`src/sbcspi_pkg.sv`:
```
`default_nettype none
package sbcspi_pkg;
    localparam logic [4:0] FRAME_BITS      = 5'h10;
    localparam logic [4:0] FRAME_NONE      = 5'h00;
    localparam int         SEL_BIT         = 7;
    localparam int         DATA_LSB        = 8;
    localparam int         STATUS_BIT      = 6;
    // control registers
    localparam logic [6:0] ADDR_MODE_CTRL  = 7'h01;
    localparam logic [6:0] ADDR_WATCHDOG_CONTROL    = 7'h03;
    localparam logic [6:0] ADDR_BUS_CTRL1  = 7'h04;
    localparam logic [6:0] ADDR_WAKE_CTRL2 = 7'h07;
    localparam logic [6:0] ADDR_TIMER1     = 7'h0c;
    localparam logic [6:0] ADDR_TIMER2     = 7'h0d;
    // status registers
    localparam logic [6:0] ADDR_SUP_STAT2  = 7'h40;
    localparam logic [6:0] ADDR_SUP_STAT1  = 7'h41;
    localparam logic [6:0] ADDR_THERMAL_STATUS = 7'h42;
    localparam logic [6:0] ADDR_DEVICE_STATUS   = 7'h43;
    localparam logic [6:0] ADDR_BUS_STAT   = 7'h44;
    localparam logic [6:0] ADDR_WAKE_STAT1 = 7'h46;
    localparam logic [6:0] ADDR_WAKE_STAT2 = 7'h47;
    localparam logic [6:0] ADDR_SW_OVL     = 7'h54;
    localparam logic [6:0] ADDR_SW_OPEN    = 7'h55;
    // status array index
    localparam int STAT_SUP2 = 0;
    localparam int STAT_SUP1 = 1;
    localparam int STAT_THRM = 2;
    localparam int STAT_DEV  = 3;
    localparam int STAT_BUS  = 4;
    localparam int STAT_WK1  = 5;
    localparam int STAT_WK2  = 6;
    localparam int STAT_OVL  = 7;
    localparam int STAT_OPEN = 8;
    localparam int STAT_NUM  = 9;
    // field positions
    localparam int MODE_REQ_LSB  = 6;
    localparam int LOAD_SHARE    = 0;
    localparam int WAKE_INPUT_ONE_ENABLE_BIT    = 0;
    localparam int WAKE_INPUT_TWO_ENABLE_BIT    = 1;
    localparam int WAKE_PIN_MEASUREMENT_BIT   = 2;
    localparam int TMR_ON_LSB    = 4;
    localparam int TMR_PER_LSB   = 0;
    localparam int SPI_FAIL_BIT  = 2;
    // mode request codes
    localparam logic [1:0] REQ_NORMAL = 2'h0;
    localparam logic [1:0] REQ_SLEEP  = 2'h1;
    localparam logic [1:0] REQ_STOP   = 2'h2;
    localparam logic [1:0] REQ_RESET  = 2'h3;
    // reset values
    localparam logic [7:0] MODE_CTRL_RST = 8'h00;
    localparam logic [7:0] WATCHDOG_CONTROL_RST   = 8'h00;
    localparam logic [7:0] BUS_CTRL_RST  = 8'h00;
    localparam logic [7:0] WAKE_CTRL_RST = 8'h00;
    localparam logic [7:0] TIMER_RST     = 8'h00;
    localparam logic [7:0] STAT_RST      = 8'h00;

    typedef enum logic [4:0] {
        MODE_INIT    = 5'h01,
        MODE_NORMAL  = 5'h02,
        MODE_STOP    = 5'h04,
        MODE_SLEEP   = 5'h08,
        MODE_RESTART = 5'h10
    } sbcspi_mode_e;

    typedef logic [STAT_NUM-1:0][7:0] sbcspi_stat_t;

    typedef struct packed {
        logic [7:0] mode_ctrl;
        logic [7:0] watchdog_control;
        logic [7:0] bus_ctrl1;
        logic [7:0] wake_ctrl2;
        logic [7:0] timer1;
        logic [7:0] timer2;
    } sbcspi_cfg_s;
endpackage
`default_nettype wire

```
`src/sbcspi_core.sv`:
```
`default_nettype none
module sbcspi_core
    import sbcspi_pkg::*;
(
    input  wire logic   mclk_in,
    input  wire logic   rst_n_in,
    input  wire logic   chip_select_n_in,
    input  wire logic   serial_clk_in,
    input  wire logic   serial_in_in,
    output logic        serial_out_out,
    output logic        serial_out_oe_out,
    input  wire logic   reset_output_n_in,
    input  wire logic   restart_done_in,
    input  wire logic   wake_in,
    input  wire sbcspi_stat_t stat_set_in,
    output sbcspi_stat_t stat_out,
    output sbcspi_cfg_s  cfg_out,
    output sbcspi_mode_e mode_out,
    output logic        wd_trigger_out,
    output logic        interrupt_out
);
    typedef struct packed {
        logic [2:0]   chip_select_n;
        logic [2:0]   sclk;
        logic [1:0]   serial_in;
        logic [15:0]  rx;
        logic [4:0]   nfall;
        logic [4:0]   nrise;
        logic         clk_hi;
        logic         ro_ovl;
        logic         err;
        logic         serial_out;
        logic [7:0]   rd;
        logic         oe;
        sbcspi_mode_e mode;
        sbcspi_cfg_s  cfg;
        sbcspi_stat_t stat;
        logic         wd_trig;
        logic         irq;
    } sbcspi_state_s;

    sbcspi_state_s s_r;
    sbcspi_state_s s_nxt;

    function automatic logic [1:0] mode_code(input sbcspi_mode_e m);
        logic [1:0] c;
        c = REQ_NORMAL;
        if (m == MODE_STOP)
            c = REQ_STOP;
        else if (m == MODE_SLEEP)
            c = REQ_SLEEP;
        return c;
    endfunction

    // byte returned for an address, status or config
    function automatic logic [7:0] read_byte(input logic [6:0]    a,
                                             input sbcspi_state_s st);
        logic [7:0] b;
        b = 8'h00;
        if (a == ADDR_MODE_CTRL)
            b = {mode_code(st.mode), st.cfg.mode_ctrl[MODE_REQ_LSB-1:0]};
        else if (a == ADDR_WATCHDOG_CONTROL)
            b = st.cfg.watchdog_control;
        else if (a == ADDR_BUS_CTRL1)
            b = st.cfg.bus_ctrl1;
        else if (a == ADDR_WAKE_CTRL2)
            b = st.cfg.wake_ctrl2;
        else if (a == ADDR_TIMER1)
            b = st.cfg.timer1;
        else if (a == ADDR_TIMER2)
            b = st.cfg.timer2;
        else if (a == ADDR_SUP_STAT2)
            b = st.stat[STAT_SUP2];
        else if (a == ADDR_SUP_STAT1)
            b = st.stat[STAT_SUP1];
        else if (a == ADDR_THERMAL_STATUS)
            b = st.stat[STAT_THRM];
        else if (a == ADDR_DEVICE_STATUS)
            b = st.stat[STAT_DEV];
        else if (a == ADDR_BUS_STAT)
            b = st.stat[STAT_BUS];
        else if (a == ADDR_WAKE_STAT1)
            b = st.stat[STAT_WK1];
        else if (a == ADDR_WAKE_STAT2)
            b = st.stat[STAT_WK2];
        else if (a == ADDR_SW_OVL)
            b = st.stat[STAT_OVL];
        else if (a == ADDR_SW_OPEN)
            b = st.stat[STAT_OPEN];
        return b;
    endfunction

    function automatic logic [STAT_NUM-1:0] stat_index(input logic [6:0] a);
        logic [STAT_NUM-1:0] m;
        m = '0;
        if (a == ADDR_SUP_STAT2)
            m[STAT_SUP2] = 1'b1;
        else if (a == ADDR_SUP_STAT1)
            m[STAT_SUP1] = 1'b1;
        else if (a == ADDR_THERMAL_STATUS)
            m[STAT_THRM] = 1'b1;
        else if (a == ADDR_DEVICE_STATUS)
            m[STAT_DEV] = 1'b1;
        else if (a == ADDR_BUS_STAT)
            m[STAT_BUS] = 1'b1;
        else if (a == ADDR_WAKE_STAT1)
            m[STAT_WK1] = 1'b1;
        else if (a == ADDR_WAKE_STAT2)
            m[STAT_WK2] = 1'b1;
        else if (a == ADDR_SW_OVL)
            m[STAT_OVL] = 1'b1;
        else if (a == ADDR_SW_OPEN)
            m[STAT_OPEN] = 1'b1;
        return m;
    endfunction

    logic                csn_fall;
    logic                csn_rise;
    logic                sclk_fall;
    logic                sclk_rise;
    logic [7:0]          summary;
    logic [15:0]         resp;
    logic [6:0]          addr;
    logic                sel;
    logic [7:0]          data;
    logic                fail;
    logic                bad;
    logic [STAT_NUM-1:0] clr;
    logic [1:0]          req;
    logic                sleep_bad;

    always_comb
    begin
        s_nxt = s_r;
        s_nxt.wd_trig = 1'b0;
        s_nxt.irq = 1'b0;
        fail = 1'b0;
        bad = 1'b0;
        clr = '0;
        req = REQ_NORMAL;
        sleep_bad = 1'b0;
        addr = s_r.rx[6:0];
        sel = s_r.rx[SEL_BIT];
        data = s_r.rx[15:DATA_LSB];

        // link pins, two flops before use, third for edges
        s_nxt.chip_select_n = {s_r.chip_select_n[1:0], chip_select_n_in};
        s_nxt.sclk = {s_r.sclk[1:0], serial_clk_in};
        s_nxt.serial_in = {s_r.serial_in[0], serial_in_in};
        csn_fall = s_r.chip_select_n[2] & ~s_r.chip_select_n[1];
        csn_rise = ~s_r.chip_select_n[2] & s_r.chip_select_n[1];
        sclk_fall = s_r.sclk[2] & ~s_r.sclk[1];
        sclk_rise = ~s_r.sclk[2] & s_r.sclk[1];

        // wake level excluded; wake pair shares one bit
        summary[0] = |s_r.stat[STAT_SUP1];
        summary[1] = |s_r.stat[STAT_THRM];
        summary[2] = |s_r.stat[STAT_DEV];
        summary[3] = |s_r.stat[STAT_BUS];
        summary[4] = |{s_r.stat[STAT_WK1], s_r.stat[STAT_WK2]};
        summary[5] = |s_r.stat[STAT_SUP2];
        summary[6] = |s_r.stat[STAT_OVL];
        summary[7] = |s_r.stat[STAT_OPEN];
        // address bits 6..0 sit at rx[14:8] after eight falling edges;
        // rx shifts on, so the byte is held from the ninth bit out
        resp[7:0] = summary;
        if (s_r.nrise > (FRAME_BITS >> 1))
            resp[15:8] = s_r.rd;
        else
            resp[15:8] = read_byte(s_r.rx[14:8], s_r);

        if (csn_fall)
        begin
            s_nxt.nfall = FRAME_NONE;
            s_nxt.nrise = FRAME_NONE;
            s_nxt.rx = 16'h0000;
            s_nxt.clk_hi = s_r.sclk[1];
            s_nxt.ro_ovl = ~reset_output_n_in;
        end
        else if (!s_r.chip_select_n[1])
        begin
            if (sclk_fall)
            begin
                s_nxt.rx = {s_r.serial_in[1], s_r.rx[15:1]};
                if (s_r.nfall != 5'h1f)
                    s_nxt.nfall = s_r.nfall + 5'h01;
            end
            if (sclk_rise && s_r.nrise != 5'h1f)
                s_nxt.nrise = s_r.nrise + 5'h01;
            if (!reset_output_n_in)
                s_nxt.ro_ovl = 1'b1;
        end

        // serial output: error first, then one bit per rising edge
        if (!reset_output_n_in)
            s_nxt.serial_out = 1'b1;
        else if (csn_fall)
            s_nxt.serial_out = s_r.err;
        else if (!s_r.chip_select_n[1] && sclk_rise && s_r.nrise < FRAME_BITS)
        begin
            s_nxt.serial_out = resp[s_r.nrise[3:0]];
            s_nxt.rd = resp[15:8];
        end
        s_nxt.oe = ~s_r.chip_select_n[1] & ~csn_rise;

        if (csn_rise)
        begin
            bad = s_r.clk_hi | s_r.sclk[1]
                | (s_r.nfall != FRAME_NONE && s_r.nfall != FRAME_BITS);
            s_nxt.err = bad | s_r.ro_ovl | ~reset_output_n_in;
            if (!s_nxt.err && s_r.nfall == FRAME_BITS
                && s_r.mode != MODE_RESTART)
            begin
                if (s_r.rx == 16'h0000 || s_r.rx == 16'hffff)
                    fail = 1'b1;
                else if (addr[STATUS_BIT])
                begin
                    if (sel)
                        clr = stat_index(addr);
                end
                else if (sel)
                begin
                    if (addr == ADDR_MODE_CTRL)
                    begin
                        req = data[7:MODE_REQ_LSB];
                        case (s_r.mode)
                            MODE_STOP:
                            begin
                                if (req == REQ_SLEEP)
                                begin
                                    fail = 1'b1;
                                    s_nxt.mode = MODE_RESTART;
                                end
                                else if (req == REQ_NORMAL)
                                begin
                                    s_nxt.mode = MODE_NORMAL;
                                    if (data[MODE_REQ_LSB-1:0]
                                        != s_r.cfg.mode_ctrl[MODE_REQ_LSB-1:0])
                                        fail = 1'b1;
                                end
                                else if (req == REQ_RESET)
                                    s_nxt.mode = MODE_RESTART;
                            end
                            MODE_INIT:
                            begin
                                if (req == REQ_RESET)
                                    s_nxt.mode = MODE_RESTART;
                                else
                                begin
                                    s_nxt.mode = MODE_NORMAL;
                                    if (req != REQ_NORMAL)
                                        fail = 1'b1;
                                    s_nxt.cfg.mode_ctrl[MODE_REQ_LSB-1:0] =
                                        data[MODE_REQ_LSB-1:0];
                                end
                            end
                            default:
                            begin
                                s_nxt.cfg.mode_ctrl[MODE_REQ_LSB-1:0] =
                                    data[MODE_REQ_LSB-1:0];
                                if (req == REQ_RESET)
                                    s_nxt.mode = MODE_RESTART;
                                else if (req == REQ_STOP)
                                begin
                                    s_nxt.mode = MODE_STOP;
                                    if (|{s_r.stat[STAT_WK1],
                                          s_r.stat[STAT_WK2]})
                                        s_nxt.irq = 1'b1;
                                end
                                else if (req == REQ_SLEEP)
                                begin
                                    sleep_bad = (s_r.cfg.bus_ctrl1 == 8'h00
                                        && s_r.cfg.wake_ctrl2 == 8'h00);
                                    if (s_r.cfg.wake_ctrl2[WAKE_PIN_MEASUREMENT_BIT]
                                        && s_r.cfg.bus_ctrl1 == 8'h00
                                        && (s_r.cfg.wake_ctrl2[WAKE_INPUT_ONE_ENABLE_BIT]
                                            | s_r.cfg.wake_ctrl2[WAKE_INPUT_TWO_ENABLE_BIT])
                                        && s_r.cfg.wake_ctrl2[7:3] == 5'h00)
                                        sleep_bad = 1'b1;
                                    fail = sleep_bad;
                                    s_nxt.mode = sleep_bad ? MODE_RESTART
                                                           : MODE_SLEEP;
                                end
                                else
                                    s_nxt.mode = MODE_NORMAL;
                            end
                        endcase
                        // load sharing cannot be cleared once set
                        if (s_r.cfg.mode_ctrl[LOAD_SHARE])
                            s_nxt.cfg.mode_ctrl[LOAD_SHARE] = 1'b1;
                    end
                    else if (addr == ADDR_WATCHDOG_CONTROL)
                    begin
                        if (^data)
                            fail = 1'b1;
                        else
                        begin
                            s_nxt.cfg.watchdog_control = data;
                            s_nxt.wd_trig = 1'b1;
                        end
                    end
                    else if (s_r.mode == MODE_STOP)
                        fail = 1'b1;
                    else if (addr == ADDR_BUS_CTRL1)
                        s_nxt.cfg.bus_ctrl1 = data;
                    else if (addr == ADDR_WAKE_CTRL2)
                        s_nxt.cfg.wake_ctrl2 = data;
                    else if (addr == ADDR_TIMER1 || addr == ADDR_TIMER2)
                    begin
                        if (data[6:TMR_ON_LSB]
                            >= data[TMR_ON_LSB-2:TMR_PER_LSB])
                            fail = 1'b1;
                        else if (addr == ADDR_TIMER1)
                            s_nxt.cfg.timer1 = data;
                        else
                            s_nxt.cfg.timer2 = data;
                    end
                end
            end
        end

        // mode exits driven by the rest of the device
        if (s_r.mode == MODE_RESTART && restart_done_in)
            s_nxt.mode = MODE_INIT;
        else if (s_r.mode == MODE_SLEEP && wake_in)
            s_nxt.mode = MODE_RESTART;

        // hardware set wins over a clear in the same cycle
        for (int i = 0; i < STAT_NUM; i++)
            s_nxt.stat[i] = (s_r.stat[i] & ~{8{clr[i]}}) | stat_set_in[i];
        if (fail)
            s_nxt.stat[STAT_DEV][SPI_FAIL_BIT] = 1'b1;
    end

    always_ff @(posedge mclk_in)
    begin
        if (!rst_n_in)
        begin
            s_r.chip_select_n <= 3'h7;
            s_r.sclk <= 3'h0;
            s_r.serial_in <= 2'h0;
            s_r.rx <= 16'h0000;
            s_r.nfall <= FRAME_NONE;
            s_r.nrise <= FRAME_NONE;
            s_r.clk_hi <= 1'b0;
            s_r.ro_ovl <= 1'b0;
            s_r.err <= 1'b0;
            s_r.serial_out <= 1'b1;
            s_r.rd <= 8'h00;
            s_r.oe <= 1'b0;
            s_r.mode <= MODE_INIT;
            s_r.cfg <= {MODE_CTRL_RST, WATCHDOG_CONTROL_RST, BUS_CTRL_RST,
                        WAKE_CTRL_RST, TIMER_RST, TIMER_RST};
            s_r.stat <= {STAT_NUM{STAT_RST}};
            s_r.wd_trig <= 1'b0;
            s_r.irq <= 1'b0;
        end
        else
            s_r <= s_nxt;
    end

    assign serial_out_out = s_r.serial_out;
    assign serial_out_oe_out = s_r.oe;
    assign stat_out = s_r.stat;
    assign cfg_out = s_r.cfg;
    assign mode_out = s_r.mode;
    assign wd_trigger_out = s_r.wd_trig;
    assign interrupt_out = s_r.irq;
endmodule
`default_nettype wire

```
`config.mk`:
```
export PLATFORM = sky130hd
export DESIGN_NAME = sbcspi_core
export DESIGN_NICKNAME = d
export VERILOG_FILES = /design/src/sbcspi_pkg.sv /design/src/sbcspi_core.sv
export SDC_FILE = /design/constraint.sdc
export NUM_CORES = 1
export LEC_CHECK = 0
export BUFFER_PORTS_ARGS = -buffer_cell sky130_fd_sc_hd__buf_2
export CAP_MARGIN = 0
export CORE_MARGIN = 5
export CORE_UTILIZATION = 36
export CTS_BUF_LIST = sky130_fd_sc_hd__clkbuf_4 sky130_fd_sc_hd__clkbuf_8
export DETAILED_ROUTE_END_ITERATION = 16
export HOLD_SLACK_MARGIN = 0.12
export MAX_ROUTING_LAYER = met4
export SYNTH_ARGS = -nofsm -noshare
export SYNTH_HDL_FRONTEND = slang
export SYNTH_SLANG_ARGS = --single-unit
```
`constraint.sdc`:
```
create_clock -name mclk_in -period 3 [get_ports mclk_in]
set_clock_uncertainty 0.1 [all_clocks]
set_input_delay 0.6 -clock mclk_in [delete_from_list [all_inputs] [get_ports mclk_in]]
set_output_delay 0.6 -clock mclk_in [all_outputs]
set_load 0.01 [all_outputs]
```
==> flow_summary.yaml, run 1 <==
cts:
  root_buffer: "clkbuf_8"
  cts_buffers: 17
  h-tree-depth: 4
  clk_latency_ns: 0.48
  cts_tree: "built"
  clock-sinks: 172
  cts_buffer_depth: 2
  clk_pin_slew_ns: 0.10
synthesis:
  synth_seq_cells: 172
  ys_types: 82
  yosysTopAreaCell: "dfxtp_1"
  syn_avg_cell_area_um2: 8.09
  synth_flop_cell: "dfxtp_1"
  synth_edf_count: 0
  ys_warn_count: 0
  ys_seq_area_share_pct: 36.1
  synth-async-reset-ratio_pct: 0
  postSynthCellCount: 1178
  synthesis.area_mm2: 0.00953
  yosys-top-cells-area: "dfxtp_1 36%, buf_4 10%, nor2_1 7.3%"
  synth.top_cell.area_share_pct: 36.1
worst_setup_path:
  critPathMaxFanout: 9
  crit_top_cell: "buf_4"
  critPathKind: "reg2reg"
  arrival_ns: 3.24
  critical-path-max-stage-delay_ns: 0.55
  crit_chain: "buf_4, ha_1, inv_1, buf_4, o31ai_1, nor3_1, o41a_1, nor4_2, nor4_1, o22a_1"
  cp-start-kind: "register"
  worst_setup_path_end_kind: "register"
  cp.required_ns: 3.27
  slowest_stage: "o31ai_1"
placement:
  place_congestion: 1.01
  dp_hpwl_um: 26900
  io_buffers: 206
finish:
  area_delta_synth_final_pct: 13.1
  fin_nets: 1394
  fillCellCount: 2726
  layout_commonest_cell: "buf_2"
  layout_common_cells: "206 x buf_2, 186 x nor2_1, 172 x dfxtp_1, 137 x a21oi_1, 96 x nand2_1"
  drive_above_1_share_pct: 27.0
  antennaDiodeCount: 0
  final_core_util_pct: 41.4
sta:
  period_needed_ns: 2.97
  hold_viol_final: 0
  finalSetupViolCount: 0
  slew_headroom_pct: 53.0
  worst_slew_pin_slew_ns: 0.705
  slew_viol_final: 0
  rsz0062_at_grt: "yes"
  fin_crit_sh_pct: 99.0
  clock.fmax_mhz: 337
  whs_ns: 0.202
power:
  p_leak_nw: 4.60
  power_density_mw_per_mm2: 423
  ir_worst_vdd_v: 0.000289
  p_seq_share_pct: 54.0
  internal-power_mw: 3.35
  p_comb_share_pct: 6.5
  power_mw: 4.56
  switching_share_pct: 26.5
  power.share.clock_pct: 39.6
  p_sw_mw: 1.21
floorplanning:
  die_height_um: 173
  fp-row-count: 59
  initial_core_util_pct: 36.6
  dieWidth_um: 173
  io_pins: 209
  die-area_mm2: 0.0298
  core_mm2: 0.0261
flow_run:
  maxCapViolCount: 0
route:
  drt_iter0_drc: 815
  antenna_left: 0
  vias: 8913
  routed_wl_um: 34100
  via_per_inst: 5.45
  drc: 0
  wl_per_cell_um: 20.9
  drt_pass1_iterations: 5
hold_path:
  hp-class: "in2reg"
grt:
  overflow: 0
  grt_pass1_wl_um: 52600
  grt_pass1_vias: 8664
  antenna_found_initial: 0
  grt_max_degree: 69
  grtUsageTotal_pct: 22.6
outcome:
  status: "finished, final reports clean"
state kept, by name, indices dropped and copies added, names as in the netlist:
name	count
serial_out_oe_out	1
serial_out_out	1
addr	7
stat_out	72
mode_out	5
s_r	25
data	8
wd_trigger_out	1
interrupt_out	1
cfg_out	46
s_nxt	5
synth_stat cells, types with 20 or more instances:
master	instances
nand3_1	22
buf_2	21
inv_1	24
a21oi_1	137
nand4_1	20
nor2_1	186
ha_1	26
o21ai_0	24
nand2_1	98
dfxtp_1	172
nor4_1	26
mux2i_1	39
buf_4	131
clkbuf_1	34
cell families after synthesis:
family                   synth area share (%)
XOR/XNOR                                 1.38
other                                  0.0393
buffers and inverters                    14.0
adder cells (fa/ha/maj)                  3.41
AO/OA/AOI/OAI                            17.7
AND/OR/NAND/NOR                          23.2
multiplexers                             4.09
flip-flops                               36.1
area by class of cell:
cell class / instances / area [um2] / area share, %
Multi-Input combinational cell: 793 / 4830 / 44.8
Clock buffer: 19 / 249 / 2.31
Tap cell: 335 / 419 / 3.89
Clock inverter: 13 / 175 / 1.62
Inverter: 26 / 98.8 / 0.917
Timing Repair Buffer: 278 / 1570 / 14.6
Sequential cell: 172 / 3440 / 31.9
critical path, delay by kind of cell, from the launching register on:
kind                     cells  cell delay (ns)
AO/OA/AOI/OAI                3             1.23
flip-flops                   1             0.34
AND/OR/NAND/NOR              3             0.39
adder cells (fa/ha/maj)      1             0.28
buffers and inverters        3             0.52
power by group through the flow:
stage               Sequential (mW)  Clock [mW]  Combinational [mW]
finish                         2.46        1.81               0.296
global route                   2.47        1.93               0.329
CTS                            2.46        1.84               0.298
detailed placement             2.52           0               0.296
global placement               2.51           0               0.294
floorplan                      2.47           0               0.244
worst paths after layout:
path                         start  cells past startpoint  slack, ns              to
setup / recovery           data[0]                     10       0.03  serial_out_out
hold / removal    chip_select_n_in                      2       0.20      s_nxt[172]
setup reg to reg           data[0]                     10       0.03  serial_out_out
hold reg to reg         s_nxt[172]                      1       0.32      s_nxt[173]
per-stage QoR:
step                      worst slack (ns)  instances  setup TNS, ns  instance area, um2
after floorplan                      0.172       1179              0                9540
after global placement              -0.281       1604         -0.281               10300
after detailed placement            -0.201       1604         -0.201               10300
after CTS                           0.0491       1636              0               10700
after global routing               -0.0578       1636        -0.0578               10800
final                               0.0297       1636              0               10800
layer usage:
| metal | share of wire (%) | wire length (um) | track usage, % | up-vias |
|---|---|---|---|---|
| li1 | - | - | - | 4259 |
| met3 | 6.7 | 2300 | 4.04 | 54 |
| met2 | 46 | 15800 | 35.5 | 345 |
| met5 | 0 | 0 | - | - |
| met4 | 2.2 | 748 | 6.39 | 0 |
| met1 | 45 | 15300 | 30.0 | 4255 |
repair_timing:
action | CTS | global route
resized for setup | 6 | 12
endpoints found under the setup margin | 1 | 13
cloned | 0 | 0
hold buffers | 0 | 0
buffers inserted | 0 | 0
endpoints found under the hold margin | 0 | 0
Note: power is estimated with default switching activity, not from simulation.
==> run 2, diff against run 1 <==
CELL_PAD_IN_SITES_DETAIL_PLACEMENT = 1   (was default)
CELL_PAD_IN_SITES_GLOBAL_PLACEMENT = 2   (was default)
CORE_UTILIZATION = 29   (was 36)
PLACE_DENSITY_LB_ADDON = 0.1   (was default)
==> run 2 against run 1 <==
  * Critical path depth is 1 higher
  * Via count rose by 1.3%
  * Sequential share of layout area is 1.4 points lower
  * Critical path type unchanged
  * Power is 1.1% lower
  * Worst setup slack improved by 0.012 ns
  * Combinational power rose by 3%
  * Critical endpoint unchanged
  * Die area is 23% higher
  * Sequential power barely moved
  * Design area grew 4.6%
  * Wire length is 15% higher
  * Worst hold slack lost 0.024 ns
  * Clock power shrank 4%
==> flow_summary.yaml, run 2 (same netlist as run 1, synthesis figures left out) <==
outcome:
  status: "finished, final reports clean"
floorplanning:
  die_height_um: 191
  dieWidth_um: 191
  initial_core_util_pct: 29.3
  die-area_mm2: 0.0366
  io_pins: 209
  fp-row-count: 66
  core_mm2: 0.0325
cts:
  clk_pin_slew_ns: 0.10
  clock-sinks: 172
  cts_tree: "built"
  root_buffer: "clkbuf_8"
  clk_latency_ns: 0.50
  h-tree-depth: 4
  cts_buffers: 17
  cts_buffer_depth: 2
finish:
  layout_common_cells: "206 x buf_2, 186 x nor2_1, 169 x dfxtp_1, 136 x a21oi_1, 97 x nand2_1"
  finish.instance_area_mm2: 0.0113
  layout_commonest_cell: "buf_2"
  largest_reg_flops: 72
  area_delta_synth_final_pct: 18.3
  fillCellCount: 4005
  drive_above_1_share_pct: 28.9
  fin_nets: 1422
route:
  vias: 9025
  antenna_left: 0
  drc: 0
  drt_iter0_drc: 606
  drt_pass1_iterations: 5
  routed_wl_um: 39100
  wl_per_cell_um: 22.1
  via_per_inst: 5.10
placement:
  dp_hpwl_um: 30900
  io_buffers: 206
  place_area_mm2: 0.0107
  place_congestion: 0.914
sta:
  slew_headroom_pct: 54.7
  fin_crit_sh_pct: 98.6
  worst_slew_pin_slew_ns: 0.680
  period_needed_ns: 2.96
  whs_ns: 0.178
  finalSetupViolCount: 0
  clock.fmax_mhz: 338
  slew_viol_final: 0
  hold_viol_final: 0
power:
  power.share.clock_pct: 38.5
  switching_share_pct: 27.5
  p_seq_share_pct: 54.7
  ir_worst_vdd_v: 0.000246
  power_mw: 4.51
  p_leak_nw: 4.79
  p_comb_share_pct: 6.7
  internal-power_mw: 3.27
  power_density_mw_per_mm2: 400
  p_sw_mw: 1.24
worst_setup_path:
  cp.required_ns: 3.35
  slowest_stage: "a2111oi_1"
  critPathKind: "reg2reg"
  cp-start-kind: "register"
  crit_top_cell: "nor4_1"
  worst_setup_path_end_kind: "register"
  crit_chain: "inv_1, ha_2, buf_12, nor2b_1, a2111oi_1, a311oi_1, a31o_2, a31oi_1, nor4_1, nor4_1, o22a_1"
  arrival_ns: 3.31
  critical-path-max-stage-delay_ns: 0.48
  critPathMaxFanout: 14
grt:
  grt_max_degree: 71
  antenna_found_initial: 1
  grt_pass1_wl_um: 57800
  overflow: 0
  grt_pass1_vias: 9006
  grtUsageTotal_pct: 21.5
hold_path:
  hp-class: "in2reg"
flow_run:
  maxCapViolCount: 0
==> run 2: layout make-up <==
| class | instances | area [um2] | area share [%] |
|---|---|---|---|
| inverter | 26 | 100 | 0.887 |
| antenna | 1 | 2.50 | 0.0222 |
| clock inverter | 12 | 138 | 1.22 |
| sequential | 172 | 3450 | 30.6 |
| multi-input combinational | 793 | 4870 | 43.1 |
| clock buffer | 19 | 255 | 2.26 |
| timing repair buffer | 306 | 1920 | 17.0 |
| tap | 442 | 553 | 4.90 |
==> run 2: per-layer routing <==
metal  vias to the layer above  part of all wire (%)  GRT usage (%)
met5                         -                     0              -
met4                         0                   1.5           5.17
met3                        33                   4.5           3.71
met2                       239                    45           32.6
met1                      4432                    49           30.1
li1                       4321                     -              -
==> run 2: path summary, 6_finish.rpt <==
kind / from / to / slack (ns) / cells past startpoint
hold reg to reg: s_nxt[172] / s_nxt[173] / 0.32 / 1
hold / removal: chip_select_n_in / s_nxt[172] / 0.18 / 2
setup / recovery: data[0] / serial_out_out / 0.04 / 11
setup reg to reg: data[0] / serial_out_out / 0.04 / 11
==> run 2: critical path, delay by kind of cell, from the launching register on <==
kind            cells  cell delay [ns]
compound gates      5             1.39
simple gates        3             0.53
flops               1             0.39
buf+inv             2             0.25
fa+ha+maj           1             0.24
==> run 2: through the flow <==
stage | setup WS [ns] | TNS (ns) | instances | util, %
5_1_grt | -0.0184 | -0.0328 | 1771 | 34.7
3_5_place_dp | -0.172 | -0.172 | 1732 | 32.9
4_1_cts | 0.00247 | 0 | 1764 | 34.3
2_1_floorplan | 0.172 | 0 | 1179 | -
6_report | 0.0420 | 0 | 1771 | 34.7
3_3_place_gp | -0.174 | -0.174 | 1732 | 32.9
==> run 2: power groups by stage <==
stage,Combinational (mW),Clock (mW),Sequential [mW]
floorplan,0.244,0,2.47
global placement,0.305,0,2.52
detailed placement,0.310,0,2.52
CTS,0.311,1.81,2.47
global route,0.341,1.88,2.48
finish,0.304,1.74,2.47
==> run 2: what timing repair did <==
item | 4_1_cts | 5_1_grt
pin swaps | 1 | 3
endpoints found under the setup margin | 2 | 27
endpoints found under the hold margin | 0 | 0
buffers inserted | 1 | 6
resized for setup | 9 | 18
hold buffers | 0 | 0
==> run 3, diff against run 2 <==
RECOVER_POWER = 25   (was default)
==> run 3 against run 2 <==
  * Worst setup slack improved by 0.030 ns
  * Largest power group unchanged
  * Combinational power is 3% lower
  * Sequential share of layout area up 0.23 points
  * Die area did not move
  * Global-route usage is the same
  * Highest routed layer unchanged
==> flow_summary.yaml, run 3 (same netlist as run 1, synthesis figures left out) <==
grt:
  overflow: 0
  antenna_found_initial: 1
  grtUsageTotal_pct: 21.5
  grt_pass1_vias: 9006
  grt_max_degree: 71
  grt_pass1_wl_um: 57800
worst_setup_path:
  arrival_ns: 3.22
  critical-path-top-delay-family: "compound AO/OA/AOI/OAI gates"
  slowest_stage: "dfxtp_2"
  critical-path-max-stage-delay_ns: 0.39
  crit_chain: "inv_1, ha_2, or2_4, o21a_4, a221oi_4, o32ai_1, a311o_1, a21boi_1, a311o_1, o22a_1"
  worst_setup_path_end_kind: "register"
  cp.required_ns: 3.30
  critPathKind: "reg2reg"
  timing.rr.start: "data[0]"
  crit_start: "data[0]"
  critPathMaxFanout: 7
  cp-start-kind: "register"
  cp_num_buf_inv: 1
  crit_top_cell: "a311o_1"
floorplanning:
  die_height_um: 191
  initial_core_util_pct: 29.3
  die-area_mm2: 0.0366
  io_pins: 209
  fp-row-count: 66
  dieWidth_um: 191
  core_mm2: 0.0325
sta:
  hold_viol_final: 0
  worst_slew_pin_slew_ns: 0.675
  clock.fmax_mhz: 342
  slew_headroom_pct: 55.0
  slew_viol_final: 0
  period_needed_ns: 2.93
  finalSetupViolCount: 0
  fin_crit_sh_pct: 97.6
route:
  routed_wl_um: 39200
  drc: 0
  antenna_left: 0
  wl_per_cell_um: 22.1
  drt_iter0_drc: 653
  drt_pass1_iterations: 5
  via_per_inst: 5.07
  vias: 8976
power:
  power_density_mw_per_mm2: 402
  p_leak_nw: 4.53
  ir_worst_vdd_v: 0.000243
cts:
  cts_buffers: 17
  cts_buffer_depth: 2
  clk_latency_ns: 0.50
  root_buffer: "clkbuf_8"
  clk_pin_slew_ns: 0.10
  cts_tree: "built"
  hold_buffers: 0
  h-tree-depth: 4
  clock-sinks: 172
finish:
  layout_commonest_cell: "nor2_1"
  layoutNonFillerInstCount: 1771
  area_delta_synth_final_pct: 17.5
  fin_nets: 1422
  drive_above_1_share_pct: 24.1
  multiInputGateArea_mm2: 0.00487
  layout_common_cells: "186 x nor2_1, 169 x dfxtp_1, 143 x buf_2, 136 x a21oi_1, 97 x nand2_1"
  finish.instance_area_mm2: 0.0112
  fillCellCount: 4005
  seq_area_mm2: 0.00345
  largest_reg_flops: 72
outcome:
  status: "finished, final reports clean"
placement:
  place_area_mm2: 0.0107
  dp_cells: 1732
  place_congestion: 0.914
  io_buffers: 206
  dp_hpwl_um: 30900
flow_run:
  maxCapViolCount: 0
hold_path:
  hp-class: "in2reg"
  min-delay-start: "chip_select_n_in"
run 3: layer usage:
| layer | vias up | share of wire [%] | track usage [%] |
|---|---|---|---|
| met4 | 0 | 1.5 | 5.17 |
| met5 | - | 0 | - |
| met1 | 4412 | 49 | 30.1 |
| li1 | 4320 | - | - |
| met3 | 31 | 4.3 | 3.71 |
| met2 | 213 | 45 | 32.6 |
run 3: path summary, 6_finish.rpt:
kind | to | slack [ns] | cells past startpoint
worst min-delay path | s_nxt[172] | 0.18 | 2
worst min register to register | s_nxt[173] | 0.32 | 1
worst max-delay path | serial_out_out | 0.07 | 10
worst max register to register | serial_out_out | 0.07 | 10
run 3: area by class of cell:
class                           instances  share of cell area, %
Multi-Input combinational cell        793                   43.5
Sequential cell                       172                   30.8
Timing Repair Buffer                  306                   16.4
Tap cell                              442                   4.94
Clock buffer                           19                   2.28
Clock inverter                         12                   1.23
Inverter                               26                  0.883
Antenna cell                            1                 0.0223
run 3: power by group:
part	internal [mW]	switching, mW
sequential	2.36	0.113
combinational	0.129	0.167
clock	0.776	0.961
total	3.26	1.24
run 3: what timing repair did:
action                                  CTS  global route
endpoints found under the setup margin    2            27
gates resized for setup                   9            18
buffers inserted                          1             6
pin swaps                                 1             3
run 3: stage by stage:
| step | setup TNS, ns | power, mW | worst slack, ns | util (%) | hold WS, ns |
|---|---|---|---|---|---|
| 6_report | 0 | 4.50 | 0.0722 | 34.4 | 0.179 |
| 5_1_grt | -0.0333 | 4.69 | -0.0186 | 34.4 | 0.149 |
| 4_1_cts | 0 | 4.59 | 0.00247 | 34.3 | 0.132 |
| 3_5_place_dp | -0.172 | 2.83 | -0.172 | 32.9 | 0.298 |
| 3_3_place_gp | -0.174 | 2.83 | -0.174 | 32.9 | 0.289 |
| 2_1_floorplan | 0 | 2.71 | 0.172 | - | 0.286 |
